File: config.mk
export PLATFORM = sky130hd
export DESIGN_NAME = apc_analog_pin_config
export DESIGN_NICKNAME = d
export VERILOG_FILES = /design/src/apc_pkg.sv /design/src/apc_analog_pin_config.sv /design/src/apc_pin_cell.sv
export SDC_FILE = /design/constraint.sdc
export NUM_CORES = 1
export LEC_CHECK = 0
export BUFFER_PORTS_ARGS = -buffer_cell sky130_fd_sc_hd__buf_4
export CORE_ASPECT_RATIO = 0.7
export CORE_MARGIN = 3
export CORE_UTILIZATION = 30
export CTS_CLUSTER_DIAMETER = 120
export DETAILED_ROUTE_END_ITERATION = 10
export PLACE_DENSITY_LB_ADDON = 0.12
export SLEW_MARGIN = 20
export SYNTH_ARGS = -nofsm -noshare
export SYNTH_HDL_FRONTEND = slang
export SYNTH_HIERARCHICAL = 1
export SYNTH_SLANG_ARGS = --single-unit
File: constraint.sdc
create_clock -name mclk -period 1.7 [get_ports mclk]
set_clock_uncertainty 0.1 [all_clocks]
set_input_delay 0.34 -clock mclk [delete_from_list [all_inputs] [get_ports mclk]]
set_output_delay 0.34 -clock mclk [all_outputs]
set_load 0.02 [all_outputs]
File: src/apc_pkg.sv
//----------------------------------------------------------------------
// Purpose: shared constants and types for the port-2 analog pin config
// Assumes: byte-wide cpu register port with per-bit write mask
// Notes:   addresses are the cpu data-space addresses of the registers
//----------------------------------------------------------------------
package apc_pkg;

	// --------------------------------------------------------------
	// geometry
	// --------------------------------------------------------------
	localparam int APC_PINS = 8;
	localparam int APC_ADDR_W = 16;
	localparam int APC_SEL_W = 4;
	localparam int APC_CHAN_W = 3;

	// --------------------------------------------------------------
	// register map and reset values
	// --------------------------------------------------------------
	localparam logic [APC_ADDR_W-1:0] APC_ADDR_DIR = 16'hff22;
	localparam logic [APC_ADDR_W-1:0] APC_ADDR_APA = 16'hff8f;
	localparam logic [7:0] APC_DIR_RESET = 8'hff;
	localparam logic [7:0] APC_APA_RESET = 8'h08;

	// --------------------------------------------------------------
	// pin-select field of analog_pin_assignment
	// --------------------------------------------------------------
	localparam logic [7:0] APC_SEL_MASK = 8'h0f;
	localparam logic [APC_SEL_W-1:0] APC_SEL_ALL_ANALOG = 4'h0;
	localparam logic [APC_SEL_W-1:0] APC_SEL_ALL_DIGITAL = 4'h8;

	// --------------------------------------------------------------
	// direction bit encoding
	// --------------------------------------------------------------
	localparam logic APC_DIR_OUTPUT = 1'b0;
	localparam logic APC_DIR_INPUT = 1'b1;

	// cpu access toward the register port
	typedef struct packed
	{
		logic wr;
		logic rd;
		logic [APC_ADDR_W-1:0] addr;
		logic [7:0] wdata;
		logic [7:0] wmask;
	} apc_cpu_req_t;

endpackage

File: src/apc_analog_pin_config.sv
//----------------------------------------------------------------------
// Purpose: analog pin assignment and direction registers for port 2,
//          with the per-pin function mux and converter channel pick
// Assumes: single mclk, synchronous reset, cpu holds a request while
//          cpu_wait is high
// Notes:   pin outputs are registered, one cycle behind configuration
//----------------------------------------------------------------------
// What this block does
// - pin-select code n makes pins below n digital; code 8 all digital.
// - analog assignment register resets to 08h, all digital, read/write.
// - every write to the assignment register costs one wait cycle.
// - segment function select forces segment output regardless of assignment.
// - output latch is ignored for analog input pins.
// - a pin in output mode never works as analog input.
// - direction 0 means output mode, buffer enabled.
// - direction 1 means input mode, buffer disabled.
// - direction register resets to ffh, byte or single-bit writable.
// - analog input pin is converted only when the selector picks it.
// - unpicked analog input pin stays unconverted, digital path inactive.
// - three-bit channel code picks analog pin 0 to 7.
`timescale 1ns/100ps
`default_nettype none

module apc_analog_pin_config
	import apc_pkg::*;
#(
	parameter int PINS = APC_PINS
)
(
	// clock and reset
	input wire logic mclk,
	input wire logic rst,
	// cpu register port
	input wire apc_cpu_req_t cpu_req,
	output logic cpu_wait,
	output logic [7:0] cpu_rdata,
	// from neighbouring registers
	input wire logic [APC_CHAN_W-1:0] channel_selector,
	input wire logic [PINS-1:0] port2_function_select,
	input wire logic [PINS-1:0] port2_latch,
	input wire logic [PINS-1:0] segment_data,
	// pads
	input wire logic [PINS-1:0] pad_in,
	output logic [PINS-1:0] pad_out,
	output logic [PINS-1:0] pad_oe,
	// toward port read path and converter
	output logic [PINS-1:0] port2_digital_in,
	output logic [PINS-1:0] convert_pin
);

	// ------------------------------------------------------------------
	// registers
	// ------------------------------------------------------------------
	logic [7:0] analog_pin_assignment;
	logic [7:0] port2_direction;
	logic wait_done;
	logic [7:0] next_analog_pin_assignment;
	logic [7:0] next_port2_direction;
	logic next_wait_done;
	logic [7:0] next_cpu_rdata;
	logic hit_apa;
	logic hit_dir;
	logic [PINS-1:0] analog_mask;
	logic [PINS-1:0] chan_hit;
	logic [PINS-1:0] next_pad_out;
	logic [PINS-1:0] next_pad_oe;
	logic [PINS-1:0] next_dig_in;
	logic [PINS-1:0] next_convert;

	assign hit_apa = cpu_req.addr == APC_ADDR_APA;
	assign hit_dir = cpu_req.addr == APC_ADDR_DIR;

	// first cycle of an assignment write is stalled
	assign cpu_wait = cpu_req.wr && hit_apa && !wait_done;

	// register update; the wait keeps the write from taking effect until the cpu has been held once
	always_comb
	begin
		next_analog_pin_assignment = analog_pin_assignment;
		next_port2_direction = port2_direction;
		next_wait_done = 1'b0;
		next_cpu_rdata = cpu_rdata;
		if (cpu_req.wr && hit_apa)
		begin
			next_wait_done = !wait_done;
			if (wait_done)
				next_analog_pin_assignment = ((analog_pin_assignment & ~cpu_req.wmask)
					| (cpu_req.wdata & cpu_req.wmask)) & APC_SEL_MASK;
		end
		// bit or byte writes via mask
		if (cpu_req.wr && hit_dir)
			next_port2_direction = (port2_direction & ~cpu_req.wmask) | (cpu_req.wdata & cpu_req.wmask);
		if (cpu_req.rd)
		begin
			if (hit_apa)
				next_cpu_rdata = analog_pin_assignment;
			else if (hit_dir)
				next_cpu_rdata = port2_direction;
			else
				next_cpu_rdata = 8'h00;
		end
	end

	always_ff @(posedge mclk)
	begin
		if (rst)
		begin
			analog_pin_assignment <= APC_APA_RESET;
			port2_direction <= APC_DIR_RESET;
			wait_done <= 1'b0;
			cpu_rdata <= 8'h00;
		end
		else
		begin
			analog_pin_assignment <= next_analog_pin_assignment;
			port2_direction <= next_port2_direction;
			wait_done <= next_wait_done;
			cpu_rdata <= next_cpu_rdata;
		end
	end

	// ------------------------------------------------------------------
	// decode
	// ------------------------------------------------------------------

	// prohibited codes above 8 are treated as all digital, the safe side for the pads
	// thermometer pin decode
	always_comb
	begin
		analog_mask = '0;
		for (int i = 0; i < PINS; i++)
			if (analog_pin_assignment[APC_SEL_W-1:0] <= APC_SEL_ALL_DIGITAL)
				analog_mask[i] = i >= int'(analog_pin_assignment[APC_SEL_W-1:0]);
	end

	always_comb
	begin
		chan_hit = '0;
		chan_hit[channel_selector] = 1'b1;
	end

	// ------------------------------------------------------------------
	// pin cells
	// ------------------------------------------------------------------
	for (genvar g = 0; g < PINS; g++)
	begin : g_pin
		apc_pin_cell u_cell
		(
			.is_analog(analog_mask[g]),
			.dir(port2_direction[g]),
			.seg_sel(port2_function_select[g]),
			.chan_hit(chan_hit[g]),
			.latch_out(port2_latch[g]),
			.seg_data(segment_data[g]),
			.pad_in(pad_in[g]),
			.pad_out(next_pad_out[g]),
			.pad_oe(next_pad_oe[g]),
			.dig_in(next_dig_in[g]),
			.conv(next_convert[g])
		);
	end

	// pin outputs registered; reset keeps every buffer off
	always_ff @(posedge mclk)
	begin
		if (rst)
		begin
			pad_out <= '0;
			pad_oe <= '0;
			port2_digital_in <= '0;
			convert_pin <= '0;
		end
		else
		begin
			pad_out <= next_pad_out;
			pad_oe <= next_pad_oe;
			port2_digital_in <= next_dig_in;
			convert_pin <= next_convert;
		end
	end
endmodule // apc_analog_pin_config

`default_nettype wire

File: src/apc_pin_cell.sv
//----------------------------------------------------------------------
// Purpose: per-pin function mux for one shared port-2 pin
// Assumes: all inputs synchronous to mclk, purely combinational
// Notes:   owner registers the outputs
//----------------------------------------------------------------------
`timescale 1ns/100ps
`default_nettype none

module apc_pin_cell
	import apc_pkg::*;
(
	// configuration
	input wire logic is_analog,
	input wire logic dir,
	input wire logic seg_sel,
	input wire logic chan_hit,
	// data
	input wire logic latch_out,
	input wire logic seg_data,
	input wire logic pad_in,
	// results
	output logic pad_out,
	output logic pad_oe,
	output logic dig_in,
	output logic conv
);

	// priority: segment, then analog input, then plain port
	always_comb
	begin
		pad_out = 1'b0;
		pad_oe = 1'b0;
		dig_in = 1'b0;
		conv = 1'b0;
		if (seg_sel)
		begin
			pad_out = seg_data;
			pad_oe = 1'b1;
		end
		else if (is_analog && dir == APC_DIR_INPUT)
		begin
			conv = chan_hit;
		end
		else if (dir == APC_DIR_OUTPUT)
		begin
			// an analog pin in output mode is not analog: it acts as a port output
			pad_out = latch_out;
			pad_oe = 1'b1;
		end
		else
		begin
			dig_in = pad_in;
		end
	end

endmodule // apc_pin_cell

`default_nettype wire

* Word-level counts from Yosys, hierarchy flattened *
Index checks and enable logic that the tools add are counted.

operators by class
  $lt $le $gt $ge = 11
  reductions and logical operators = 31
  muxes and demuxes = 60
  bitwise gates (word level) = 23
  equal/unequal tests = 2

operators by type and width
  operator                count
  $mux W1                 57
  $eq A16 B16 Y1 const B  2
  $reduce_or A4 Y1        8
  $reduce_or A3 Y1        8
  $not A1 Y1              17
  $and A8 B8 Y8           2
  $ge A3 B4 Y1 const A    4
  $mux W8                 2
  $logic_and A1 B1 Y1     12
  $ge A1 B4 Y1 const A    2
  $ge A2 B4 Y1 const A    2
  $not A8 Y8              1
  $or A8 B8 Y8            1
  $and A4 B4 Y4           1
  $le A4 B4 Y1 const B    1
  $lt A3 B4 Y1 const B    1
  $or A4 B4 Y4            1
  $demux W1 S3            1
  $ge A3 B1 Y1 const B    1
  $reduce_and A2 Y1       1
  $reduce_or A2 Y1        1
  $logic_not A1 Y1        1

storage, ports and cells
  input bits = 71
  output and inout port bits = 41
  bits in registers = 53

* Longest topological paths before layout *
Gate-level depths: netlist of run 1.

  depth after elaboration = 5
  mapped depth = 6
  mapped depth without buffers = 5

* Hierarchy *
The synthesis of run 1 kept the hierarchy.

modules (own cells, without submodules)
  module                 times used  cells each  area each (sq um)  seq. area each (sq um)
  apc_analog_pin_config  1           196         1963.1             1061.0
  apc_pin_cell           8           6           47.5               0.0

* Worst setup path after synthesis of run 1 *
OpenSTA, ideal clock, no wires.

  path type = input to output
  from = in cpu_req[22] in the netlist's numbering
  to = out cpu_wait
  required time = 1260 ps
  cell stages on the path = 4
  data arrival time = 1799 ps
  setup slack = -539 ps
  path buffers = 1
  cells stage by stage = nand4bb_4 > or4_1 > clkbuf_1 > nor3b_1

between the ends
  longest elaborated chain between the ends = 3

ends and longest elaborated chain
  element                            line                         source
  start: declaration                 apc_analog_pin_config.sv:34  input wire apc_cpu_req_t cpu_req,
  $eq A16 B16 Y1                     apc_analog_pin_config.sv:70  assign hit_apa = cpu_req.addr == APC_ADDR_APA;
  $logic_and A1 B1 Y1 (2 in series)  apc_analog_pin_config.sv:74  assign cpu_wait = cpu_req.wr && hit_apa && !wait_done;
  end: declaration                   apc_analog_pin_config.sv:35  output logic cpu_wait,

Every way passes these cells.

* Worst setup path after layout of run 1 *
  from = in cpu_req[20] in the netlist's numbering
  to = out cpu_wait

Same word-level chain as after synthesis.

==> results of run 1 <==
stage by stage:
step	power (uW)	hold slack (ns)	cells	util
6_report	2518	0.1399	457	0.4701
5_1_grt	2642	0.1506	457	0.4701
4_1_cts	2560	0.1314	456	0.4686
3_5_place_dp	1684	0.3645	448	0.4520
3_3_place_gp	1678	0.3629	448	0.4520
2_1_floorplan	1463	0.3665	244	-
synthesized netlist by cell type (4+ instances only):
library cell / number
nand2_1: 9
a311oi_1: 8
nor2b_1: 33
a21oi_1: 8
nand3_1: 7
nand2b_4: 8
a22oi_1: 4
inv_1: 4
nor2_1: 32
a22o_2: 8
nand2b_1: 4
a41oi_1: 8
nor3b_1: 4
nor3b_2: 8
dfxtp_1: 53
clkbuf_1: 14
a211oi_1: 5
cell usage in the layout, fill, tap and decap left out, drive strengths merged, types with 4 or more instances in the layout:
cell type and instances:
nand2 9, nor2b 33, a21oi 8, clkbuf 5, nor3b 12, a311oi 8
nor2 32, nand2b 12, dfxtp 53, a211oi 5, nand3 7, a22o 8
inv 5, a41oi 8, a22oi 4, buf 123
worst max-delay path: cells and delay by family:
family / cells / cell delay (ns)
AND/OR/NAND/NOR: 3 / 0.94
buffers and inverters: 2 / 0.24
cell type report:
class / count / area share
multi-input cells: 171 / 0.3562
clock buffers: 5 / 0.01965
clock inverters: 3 / 0.01250
flip-flops and latches: 53 / 0.3030
well taps: 98 / 0.03501
repair buffers: 123 / 0.2694
inverters: 4 / 0.004287
power by group through the flow:
stage	Sequential [uW]	Combinational, uW	Clock [uW]
6_report	1280	372	866
5_1_grt	1280	405	954
4_1_cts	1280	377	903
3_5_place_dp	1310	375	0
3_3_place_gp	1310	370	0
2_1_floorplan	1350	116	0
timing repair:
action | in CTS | in global routing
endpoints found under the setup margin | 4 | 4
resized for setup | 3 | 1
buffers inserted | 0 | 1
gates cloned | 0 | 0
pin swaps | 3 | 1
kinds of logic (layout without fill, tap and decap cells):
group,count (synthesis),in the layout,share of synthesized area
and+or+nand+nor,124,124,0.3551
buffers and inverters,20,135,0.03577
DFF,53,53,0.4528
AOI/OAI and AO/OA,46,46,0.1522
muxes,1,1,0.004271
worst min path at each step:
stage	cells after the start	startpoint	slack, ns	end
floorplan	1	cpu_req[0]	0.37	flop
global placement	2	cpu_rdata[7]$_SDFFE_PP0P_	0.36	cpu_rdata[7]$_SDFFE_PP0P_
detailed placement	2	cpu_rdata[7]$_SDFFE_PP0P_	0.36	cpu_rdata[7]$_SDFFE_PP0P_
CTS	2	cpu_req[5]	0.13	flop
global route	2	cpu_req[5]	0.15	flop
finish	2	cpu_req[5]	0.14	flop
metal layers:
metal / GRT usage / wire (um) / vias up
li1: - / - / 1099
met1: 0.1831 / 2878 / 961
met2: 0.2219 / 2822 / 79
met3: 0.04924 / 522 / 5
met4: 0.02552 / 36 / 0
met5: 0 / 0 / -
==> run_results.csv, run 1 <==
group,metric,value,unit
sta,rsz0062_at_grt,"yes",
die,die_w,111.6,um
critical_path,critPathMaxFanout,2,
layout,multi_input_comb_area,1247,um^2
detailed_routing,drtPass1Iterations,4,
critical_path,r2r_end,"convert_pin[1]$_SDFF_PP0_",
die,core_area,7450,um^2
sta,min_period,1.969,ns
layout,area_growth,49.44,%
yosys,synth_flop_cell,"dfxtp_1",
sta,worst_pin_slew,0.4778,ns
global_routing,antenna_found_initial,0,
yosys,yosysTopAreaCellShare,0.4527,
detailed_routing,vias,2144,
clock_tree,h-tree-depth,2,
sta,setup-tns-final,-0.2691,ns
critical_path,cp.arrival,1.53,ns
yosys,async_flop_share,0,
critical_path,worstSetupPathType,"input pin to output port",
layout,drive_above_1_share,0.4624,
critical_path,worstPathRequired,1.26,ns
yosys,yosysSeqAreaShare,0.4527,
power_and_ir_drop,power.share.combinational,0.148,
critical_path,path_cells,"buf_6 > nand4bb_4 > or4_4 > nor3b_4 > buf_6",
global_routing,grt_pass1_vias,1974,
clock_tree,cts_hold_buffers,0,
detailed_routing,via_per_inst,4.691,
place,place_congestion,0.7241,
die,start_util,0.3146,
flow_run,cap_violations,0,
sta,setup_ws,-0.2691,ns
yosys,synth_edf_count,0,
yosys,synth_area,2343,um^2
clock_tree,clk_pin_slew,0.10,ns
die,ioPinCount,112,
detailed_routing,drt_iter0_markers,111,
global_routing,grt_start_max_net_pins,37,
clock_tree,clock_sinks,53,
detailed_routing,routedWlPerCell,13.70,um
sta,fmax,507.9,MHz
power_and_ir_drop,power_density,719.1,nW/um^2
detailed_routing,wl,6260,um
sta,slew_headroom,0.6785,
critical_path,critical_path.most_common_cell,"buf_6",
critical_path,crit_path_start,"cpu_req[20]",
power_and_ir_drop,ir_worst_vdd,0.4697,mV
critical_path,slowest_delay,0.52,ns
yosys,yosys.area.top_type,"dfxtp_1",
critical_path,r2r_slack,0.36,ns
critical_path,crit_path_end,"cpu_wait",
yosys,synth_area_leaders,"dfxtp_1 (45%), nor2b_1 (8.8%), nor2_1 (5.1%), nand2b_4 (4.7%), nor3b_2 (4.3%)",
layout,layout.nets,429,
clock_tree,cts_tree,"yes",
power_and_ir_drop,internal_power,1926,uW
power_and_ir_drop,seqPwrFrac,0.508,
critical_path,crit_path_end_kind,"output port",
yosys,synth.avg_cell_area,9.605,um^2
yosys,yosys_warnings,6,
die,num_rows,26,
sta,hold_viol_final,0,
detailed_routing,drcViolationCount,0,
sta,slew_violations,0,
place,placed_area,3367,um^2
die,die-area,8925,um^2
clock_tree,root_buffer,"clkbuf_8",
place,dp_hpwl,4933,um
sta,setup_violations,1,
yosys,postSynthCellCount,244,
place,port-buffer-count,111,
global_routing,grt_usage,0.1390,
detailed_routing,ant_nets,0,
sta,timing.final.crit_share,1.158,
global_routing,grt_pass1_wl,9880,um
worst_hold_path,hold_class,"input pin to flop",
global_routing,grt.overflow.total,0,
layout,fillers,737,
power_and_ir_drop,swShare,0.2351,
power_and_ir_drop,p_leak,0.001529,uW
yosys,ys_seq_elements,53,
critical_path,reg2reg_depth,5,
power_and_ir_drop,clockPowerShare,0.344,
place,post-place-ws,-0.3732,ns
outcome,failed_checks,"setup timing",
outcome,outcome,"finished with violations",
layout,diodes,0,
clock_tree,cts_buffer_depth,2,
die,die_y,79.95,um
clock_tree,cts_buffers,5,
critical_path,worstSetupStartpointType,"input pin",
layout,register_area,1061,um^2
layout,fin_area,3502,um^2
yosys,synth.distinct_cells,34,
power_and_ir_drop,power.switching,592.0,uW
clock_tree,clock_latency,0.30,ns
yosys,synthesis.nets,315,
critical_path,cpMaxStageDelayCell,"or4_4",
No activity file was read; power rests on OpenSTA's default activity.
==> run 2: changes to the inputs <==
--- a/config.mk
+++ b/config.mk
@@ -5,10 +5,12 @@
 export SDC_FILE = /design/constraint.sdc
 export NUM_CORES = 1
 export LEC_CHECK = 0
+export ABC_AREA = 1
 export BUFFER_PORTS_ARGS = -buffer_cell sky130_fd_sc_hd__buf_4
+export CAP_MARGIN = 10
 export CORE_ASPECT_RATIO = 0.7
 export CORE_MARGIN = 3
-export CORE_UTILIZATION = 30
+export CORE_UTILIZATION = 42
 export CTS_CLUSTER_DIAMETER = 120
 export DETAILED_ROUTE_END_ITERATION = 10
 export PLACE_DENSITY_LB_ADDON = 0.12
==> run 2 against run 1 <==
  * Via count increased by 14%
  * Utilization increased by 18 points
  * Routed wire length decreased by 1.4%
  * Synthesized area increased by 3.0%
  * The run now ends clean
  * Count of clock-buffer cells in the layout increased by 1
  * Critical endpoint unchanged
  * Setup slack improved by 0.32 ns
  * Sequential share of layout area increased by 0.087 points
  * Fmax increased by 19%
  * Register-to-register slack improved by 0.06 ns
  * First-iteration DRC count decreased by 32%
  * Power increased by 0.20%
  * Clock power increased by 2%
==> run_results.csv, run 2 <==
group,metric,value,unit
outcome,outcome,"finished clean",
sta,worst_pin_slew,0.3937,ns
yosys,synth_edf_count,0,
global_routing,grt_pass1_wl,10190,um
die,die-area,6710,um^2
critical_path,crit_path_end_kind,"output port",
clock_tree,clock_latency,0.30,ns
sta,fmax,606.1,MHz
yosys,postSynthCellCount,365,
place,placed_area,3343,um^2
die,start_util,0.4476,
yosys,synth.avg_cell_area,6.616,um^2
sta,timing.final.crit_share,0.9706,
worst_hold_path,whs_path_depth,3,
power_and_ir_drop,p_leak,0.001878,uW
detailed_routing,vias,2443,
yosys,synth.distinct_cells,20,
yosys,synth_area,2415,um^2
place,dp_hpwl,4968,um
power_and_ir_drop,total_power,2523,uW
critical_path,worstSetupPathType,"input pin to output port",
layout,final_cells,552,
global_routing,grt.overflow.total,0,
sta,setup_violations,0,
place,dpl.cell_count,544,
yosys,yosysSeqAreaShare,0.4394,
die,die_y,69.44,um
layout,layout.nets,550,
detailed_routing,drcViolationCount,0,
critical_path,critPathMaxFanout,2,
sta,slew_violations,0,
power_and_ir_drop,clockPowerShare,0.348,
power_and_ir_drop,power_density,722.6,nW/um^2
sta,hold_ws,0.1741,ns
layout,final_cell_mix,"buf_4 (112), nand2_1 (77), inv_1 (66), nor2_1 (60), dfxtp_1 (53)",
layout,fin_area,3492,um^2
detailed_routing,routedWlPerCell,11.18,um
clock_tree,h-tree-depth,2,
power_and_ir_drop,seqPwrFrac,0.507,
yosys,yosysTopAreaCellShare,0.4394,
power_and_ir_drop,swShare,0.2342,
place,port-buffer-count,111,
sta,hold_viol_final,0,
layout,final_common_cell,"buf_4",
sta,slew_headroom,0.7372,
yosys,yosys.area.top_type,"dfxtp_1",
sta,setup_ws,0.04997,ns
clock_tree,clock_sinks,53,
detailed_routing,wl,6173,um
detailed_routing,ant_nets,0,
critical_path,r2r_end,"port2_digital_in[0]$_SDFF_PP0_",
global_routing,grt_pass1_vias,2235,
detailed_routing,drtPass1Iterations,4,
yosys,yosys-top-cells-count,"nand2_1 (80), inv_1 (70), nor2_1 (62), dfxtp_1 (53), nand3_1 (28)",
die,num_rows,22,
yosys,synth_flop_cell,"dfxtp_1",
detailed_routing,via_per_inst,4.426,
yosys,ys_seq_elements,53,
power_and_ir_drop,ir_worst_vdd,0.3487,mV
sta,min_period,1.650,ns
power_and_ir_drop,power.share.combinational,0.145,
place,post-place-ws,0.1270,ns
die,ioPinCount,112,
critical_path,reg2reg_depth,8,
worst_hold_path,hold_start,"cpu_req[13]",
clock_tree,cts_buffer_depth,2,
global_routing,grt_start_max_net_pins,27,
critical_path,worstPathRequired,1.26,ns
detailed_routing,drt_iter0_markers,75,
clock_tree,cts_hold_buffers,0,
power_and_ir_drop,internal_power,1932,uW
power_and_ir_drop,power.switching,591.0,uW
clock_tree,clk_pin_slew,0.09,ns
critical_path,cp.arrival,1.21,ns
clock_tree,cts_buffers,5,
layout,fillers,536,
yosys,yosys_warnings,6,
clock_tree,cts_tree,"yes",
layout,drive_above_1_share,0.3542,
layout,diodes,0,
layout,area_growth,44.61,%
critical_path,r2r_slack,0.42,ns
critical_path,worstSetupStartpointType,"input pin",
flow_run,cap_violations,0,
place,place_congestion,0.7842,
global_routing,antenna_found_initial,0,
worst_hold_path,hold_class,"input pin to flop",
yosys,synthesis.nets,436,
die,die_w,96.63,um
clock_tree,root_buffer,"clkbuf_8",
yosys,synth_area_leaders,"dfxtp_1 (44%), nand2_1 (12%), inv_1 (11%), nor2_1 (9.6%), nand3_1 (5.8%)",
sta,rsz0062_at_grt,"yes",
global_routing,grt_usage,0.1849,
yosys,synth.most_common_cell,"nand2_1",
yosys,async_flop_share,0,
die,core_area,5395,um^2
run 2: cell types whose count changed after synthesis, moves of 9 or more:
| cell | before | now |
|---|---|---|
| nor2_1 | 32 | 62 |
| nand3_1 | 7 | 28 |
| nand2_2 | 0 | 12 |
| nand2_1 | 9 | 80 |
| inv_1 | 4 | 70 |
| inv_2 | 0 | 9 |
| nor2b_1 | 33 | 0 |
| nor2_2 | 0 | 11 |
run 2: worst max-delay path by stage:
stage | cells past startpoint | endpoint | startpoint | slack (ns)
2_1_floorplan | 6 | cpu_wait | cpu_req[24] | 0.14
3_3_place_gp | 9 | cpu_wait | cpu_req[22] | 0.14
3_5_place_dp | 9 | cpu_wait | cpu_req[20] | 0.13
4_1_cts | 9 | cpu_wait | cpu_req[20] | 0.13
5_1_grt | 9 | cpu_wait | cpu_req[21] | -0.05
6_report | 9 | cpu_wait | cpu_req[22] | 0.05
run 2: cells by family (layout without fill, tap and decap cells):
group,count (synthesis),in the layout,share of synthesized area
buffers and inverters,87,202,0.1404
AO/OA/AOI/OAI,12,12,0.02539
flip-flops,53,53,0.4394
AND/OR/NAND/NOR,213,213,0.3948
run 2: power groups by stage:
stage | logic (uW) | clock network (uW) | registers, uW
after floorplan | 111 | 0 | 1350
after global placement | 353 | 0 | 1310
after detailed placement | 360 | 0 | 1310
after CTS | 361 | 914 | 1280
after global routing | 405 | 953 | 1280
final | 365 | 879 | 1280
run 2: through the flow:
| step | TNS (ns) | utilization |
|---|---|---|
| after floorplan | 0 | - |
| after global placement | 0 | 0.6197 |
| after detailed placement | 0 | 0.6197 |
| after CTS | 0 | 0.6419 |
| after global routing | -0.05370 | 0.6473 |
| final | 0 | 0.6473 |
run 2: critical path, cell delays in order:
cell and delay [ns]:
buf_4 0.12, inv_2 0.04, nand2_2 0.05, nor2_2 0.11
nand2_2 0.07, nor2_4 0.12, inv_2 0.05, nor3_2 0.16
buf_4 0.16
run 2: routing by layer:
layer	global-route usage	vias to the layer above	part of all wire
met5	0	-	0
met4	0.05607	0	0.012
met3	0.06432	9	0.087
met2	0.2936	75	0.46
met1	0.2376	1053	0.44
li1	-	1306	-
run 2: area by class of cell:
type	instances	area, um^2	area share
Clock buffer	6	82.58	0.02365
Clock inverter	2	37.54	0.01075
Inverter	79	301.5	0.08635
Multi-Input combinational cell	225	1032	0.2956
Sequential cell	53	1061	0.3038
Tap cell	72	90.09	0.02580
Timing Repair Buffer	115	887.1	0.2540
run 2: timing repair:
action | CTS | global route
resized for setup | 0 | 14
setup buffers | 0 | 0
setup endpoints to repair | 0 | 1
==> run 3: changes to the inputs <==
--- a/config.mk
+++ b/config.mk
@@ -14,6 +14,7 @@
 export CTS_CLUSTER_DIAMETER = 120
 export DETAILED_ROUTE_END_ITERATION = 10
 export PLACE_DENSITY_LB_ADDON = 0.12
+export RECOVER_POWER = 100
 export SLEW_MARGIN = 20
 export SYNTH_ARGS = -nofsm -noshare
 export SYNTH_HDL_FRONTEND = slang
==> run 3 against run 2 <==
  * Via count fell by 0.20%
  * Non-clock buffer count unchanged
  * Fmax barely moved
  * Design area is 4.8% lower
  * Power down 0.92%
  * Global-route usage unchanged
  * Critical path type unchanged
  * Critical endpoint unchanged
  * Highest routed layer unchanged
==> run_results.csv, run 3 (synthesis gave the netlist of run 2 again) <==
group,metric,value,unit
outcome,outcome,"finished clean",
global_routing,grt_start_max_net_pins,27,
sta,worst_pin_slew,0.7857,ns
detailed_routing,vias,2438,
critical_path,crit_buf_inv,4,
critical_path,worstPathRequired,1.26,ns
critical_path,crit_family,"simple AND/OR/NAND/NOR gates",
global_routing,grt.overflow.total,0,
global_routing,grt_pass1_wl,10190,um
worst_hold_path,hold_start,"cpu_req[13]",
sta,slew_headroom,0.4762,
critical_path,r2r_end,"port2_digital_in[0]$_SDFF_PP0_",
die,num_rows,22,
detailed_routing,wl_met2,2805,um
layout,final_cells,552,
clock_tree,clock_sinks,53,
detailed_routing,drt_iter0_markers,69,
detailed_routing,via_per_inst,4.417,
sta,timing.final.crit_share,0.9706,
critical_path,worstSetupStartpointType,"input pin",
die,die_w,96.63,um
detailed_routing,drtPass1Iterations,4,
critical_path,r2r_slack,0.40,ns
critical_path,crit_path_end_kind,"output port",
layout,register_area,1061,um^2
layout,fillers,588,
critical_path,slowest_delay,0.16,ns
layout,drive_above_1_share,0.2583,
clock_tree,cts_hold_buffers,0,
detailed_routing,routed-wl-met3,475,um
detailed_routing,drcViolationCount,0,
power_and_ir_drop,ir_worst_vdd,0.3495,mV
sta,setup-tns-final,0,ns
die,die_y,69.44,um
critical_path,worst-path-stages,9,
place,dpl.cell_count,544,
clock_tree,clock_latency,0.30,ns
place,dp_hpwl,4968,um
sta,slew_violations,0,
sta,hold_viol_final,0,
die,ioPinCount,112,
layout,multi_input_comb_area,1020,um^2
worst_hold_path,whs_path_depth,3,
clock_tree,clk_pin_slew,0.09,ns
sta,rsz0062_at_grt,"yes",
layout,layout.nets,550,
clock_tree,h-tree-depth,2,
sta,setup_violations,0,
die,start_util,0.4476,
global_routing,grt_pass1_vias,2235,
worst_hold_path,hold_class,"input pin to flop",
power_and_ir_drop,p_leak,0.001708,uW
clock_tree,cts_buffer_depth,2,
flow_run,cap_violations,0,
detailed_routing,routedWlPerCell,11.20,um
clock_tree,root_buffer,"clkbuf_8",
layout,final_cell_mix,"nand2_1 (81), buf_4 (70), inv_1 (66), nor2_1 (61), dfxtp_1 (53)",
place,place_congestion,0.7842,
place,port-buffer-count,111,
layout,diodes,0,
critical_path,reg2reg_depth,8,
sta,fmax,606.1,MHz
critical_path,critPathMaxFanout,2,
die,die-area,6710,um^2
sta,setup_ws,0.05003,ns
power_and_ir_drop,power_density,752.3,nW/um^2
layout,area_growth,37.62,%
clock_tree,cts_buffers,5,
critical_path,path_cells,"buf_4 > inv_2 > nand2_2 > nor2_2 > nand2_2 > nor2_4 > inv_2 > nor3_2 > buf_4",
detailed_routing,wl,6183,um
critical_path,cp.arrival,1.21,ns
detailed_routing,wl_met1,2829,um
die,core_area,5395,um^2
detailed_routing,highest_layer,"met4",
place,post-place-ws,0.1270,ns
critical_path,cpMaxStageDelayCell,"nor3_2",
layout,final_common_cell,"nand2_1",
clock_tree,cts_tree,"yes",
global_routing,grt_usage,0.1849,
critical_path,worstSetupPathType,"input pin to output port",
sta,min_period,1.650,ns
detailed_routing,ant_nets,0,
global_routing,antenna_found_initial,0,
-- run 3: cell types whose count changed in the layout (fill, tap and decap cells not counted), sizes merged --
cell,delta
buf,-42
clkbuf,+42
-- run 3: final cells by class --
cell class	instances	share of cell area
clock buffer	6	0.02485
clock inverter	2	0.01130
inverter	79	0.09074
multi-input combinational	225	0.3069
sequential	53	0.3193
tap	72	0.02711
timing repair buffer	115	0.2199
-- run 3: what timing repair did --
item,in CTS,in global routing
resized for setup,0,14
buffers inserted,0,0
endpoints found under the setup margin,0,1
-- run 3: layer usage --
layer  track usage  vias to the layer above
met5             0                        -
met4       0.05607                        0
met3       0.06432                        9
met2        0.2936                       73
met1        0.2376                     1050
li1              -                     1306
-- run 3: how the worst max path moves through the flow --
stage	to	startpoint
floorplan	cpu_wait	cpu_req[24]
global placement	cpu_wait	cpu_req[22]
global route	cpu_wait	cpu_req[21]
detailed placement	cpu_wait	cpu_req[20]
CTS	cpu_wait	cpu_req[20]
finish	cpu_wait	cpu_req[22]
-- run 3: worst min-delay path, stage by stage --
cell	delay (ns)
buf_4	0.08
nand3_1	0.06
nand3_1	0.07
-- run 3: per-stage QoR --
stage / util / cell area [um^2] / hold WS [ns] / power, uW
2_1_floorplan: - / 2420 / 0.3532 / 1458
3_3_place_gp: 0.6197 / 3343 / 0.3670 / 1662
3_5_place_dp: 0.6197 / 3343 / 0.3626 / 1669
4_1_cts: 0.6419 / 3463 / 0.1572 / 2555
5_1_grt: 0.6160 / 3323 / 0.1579 / 2612
6_report: 0.6160 / 3323 / 0.1724 / 2500
-- run 3: report_power, final --
group / switching (uW) / internal [uW]
clock network: 404 / 479
registers: 8.13 / 1270
logic: 182 / 156
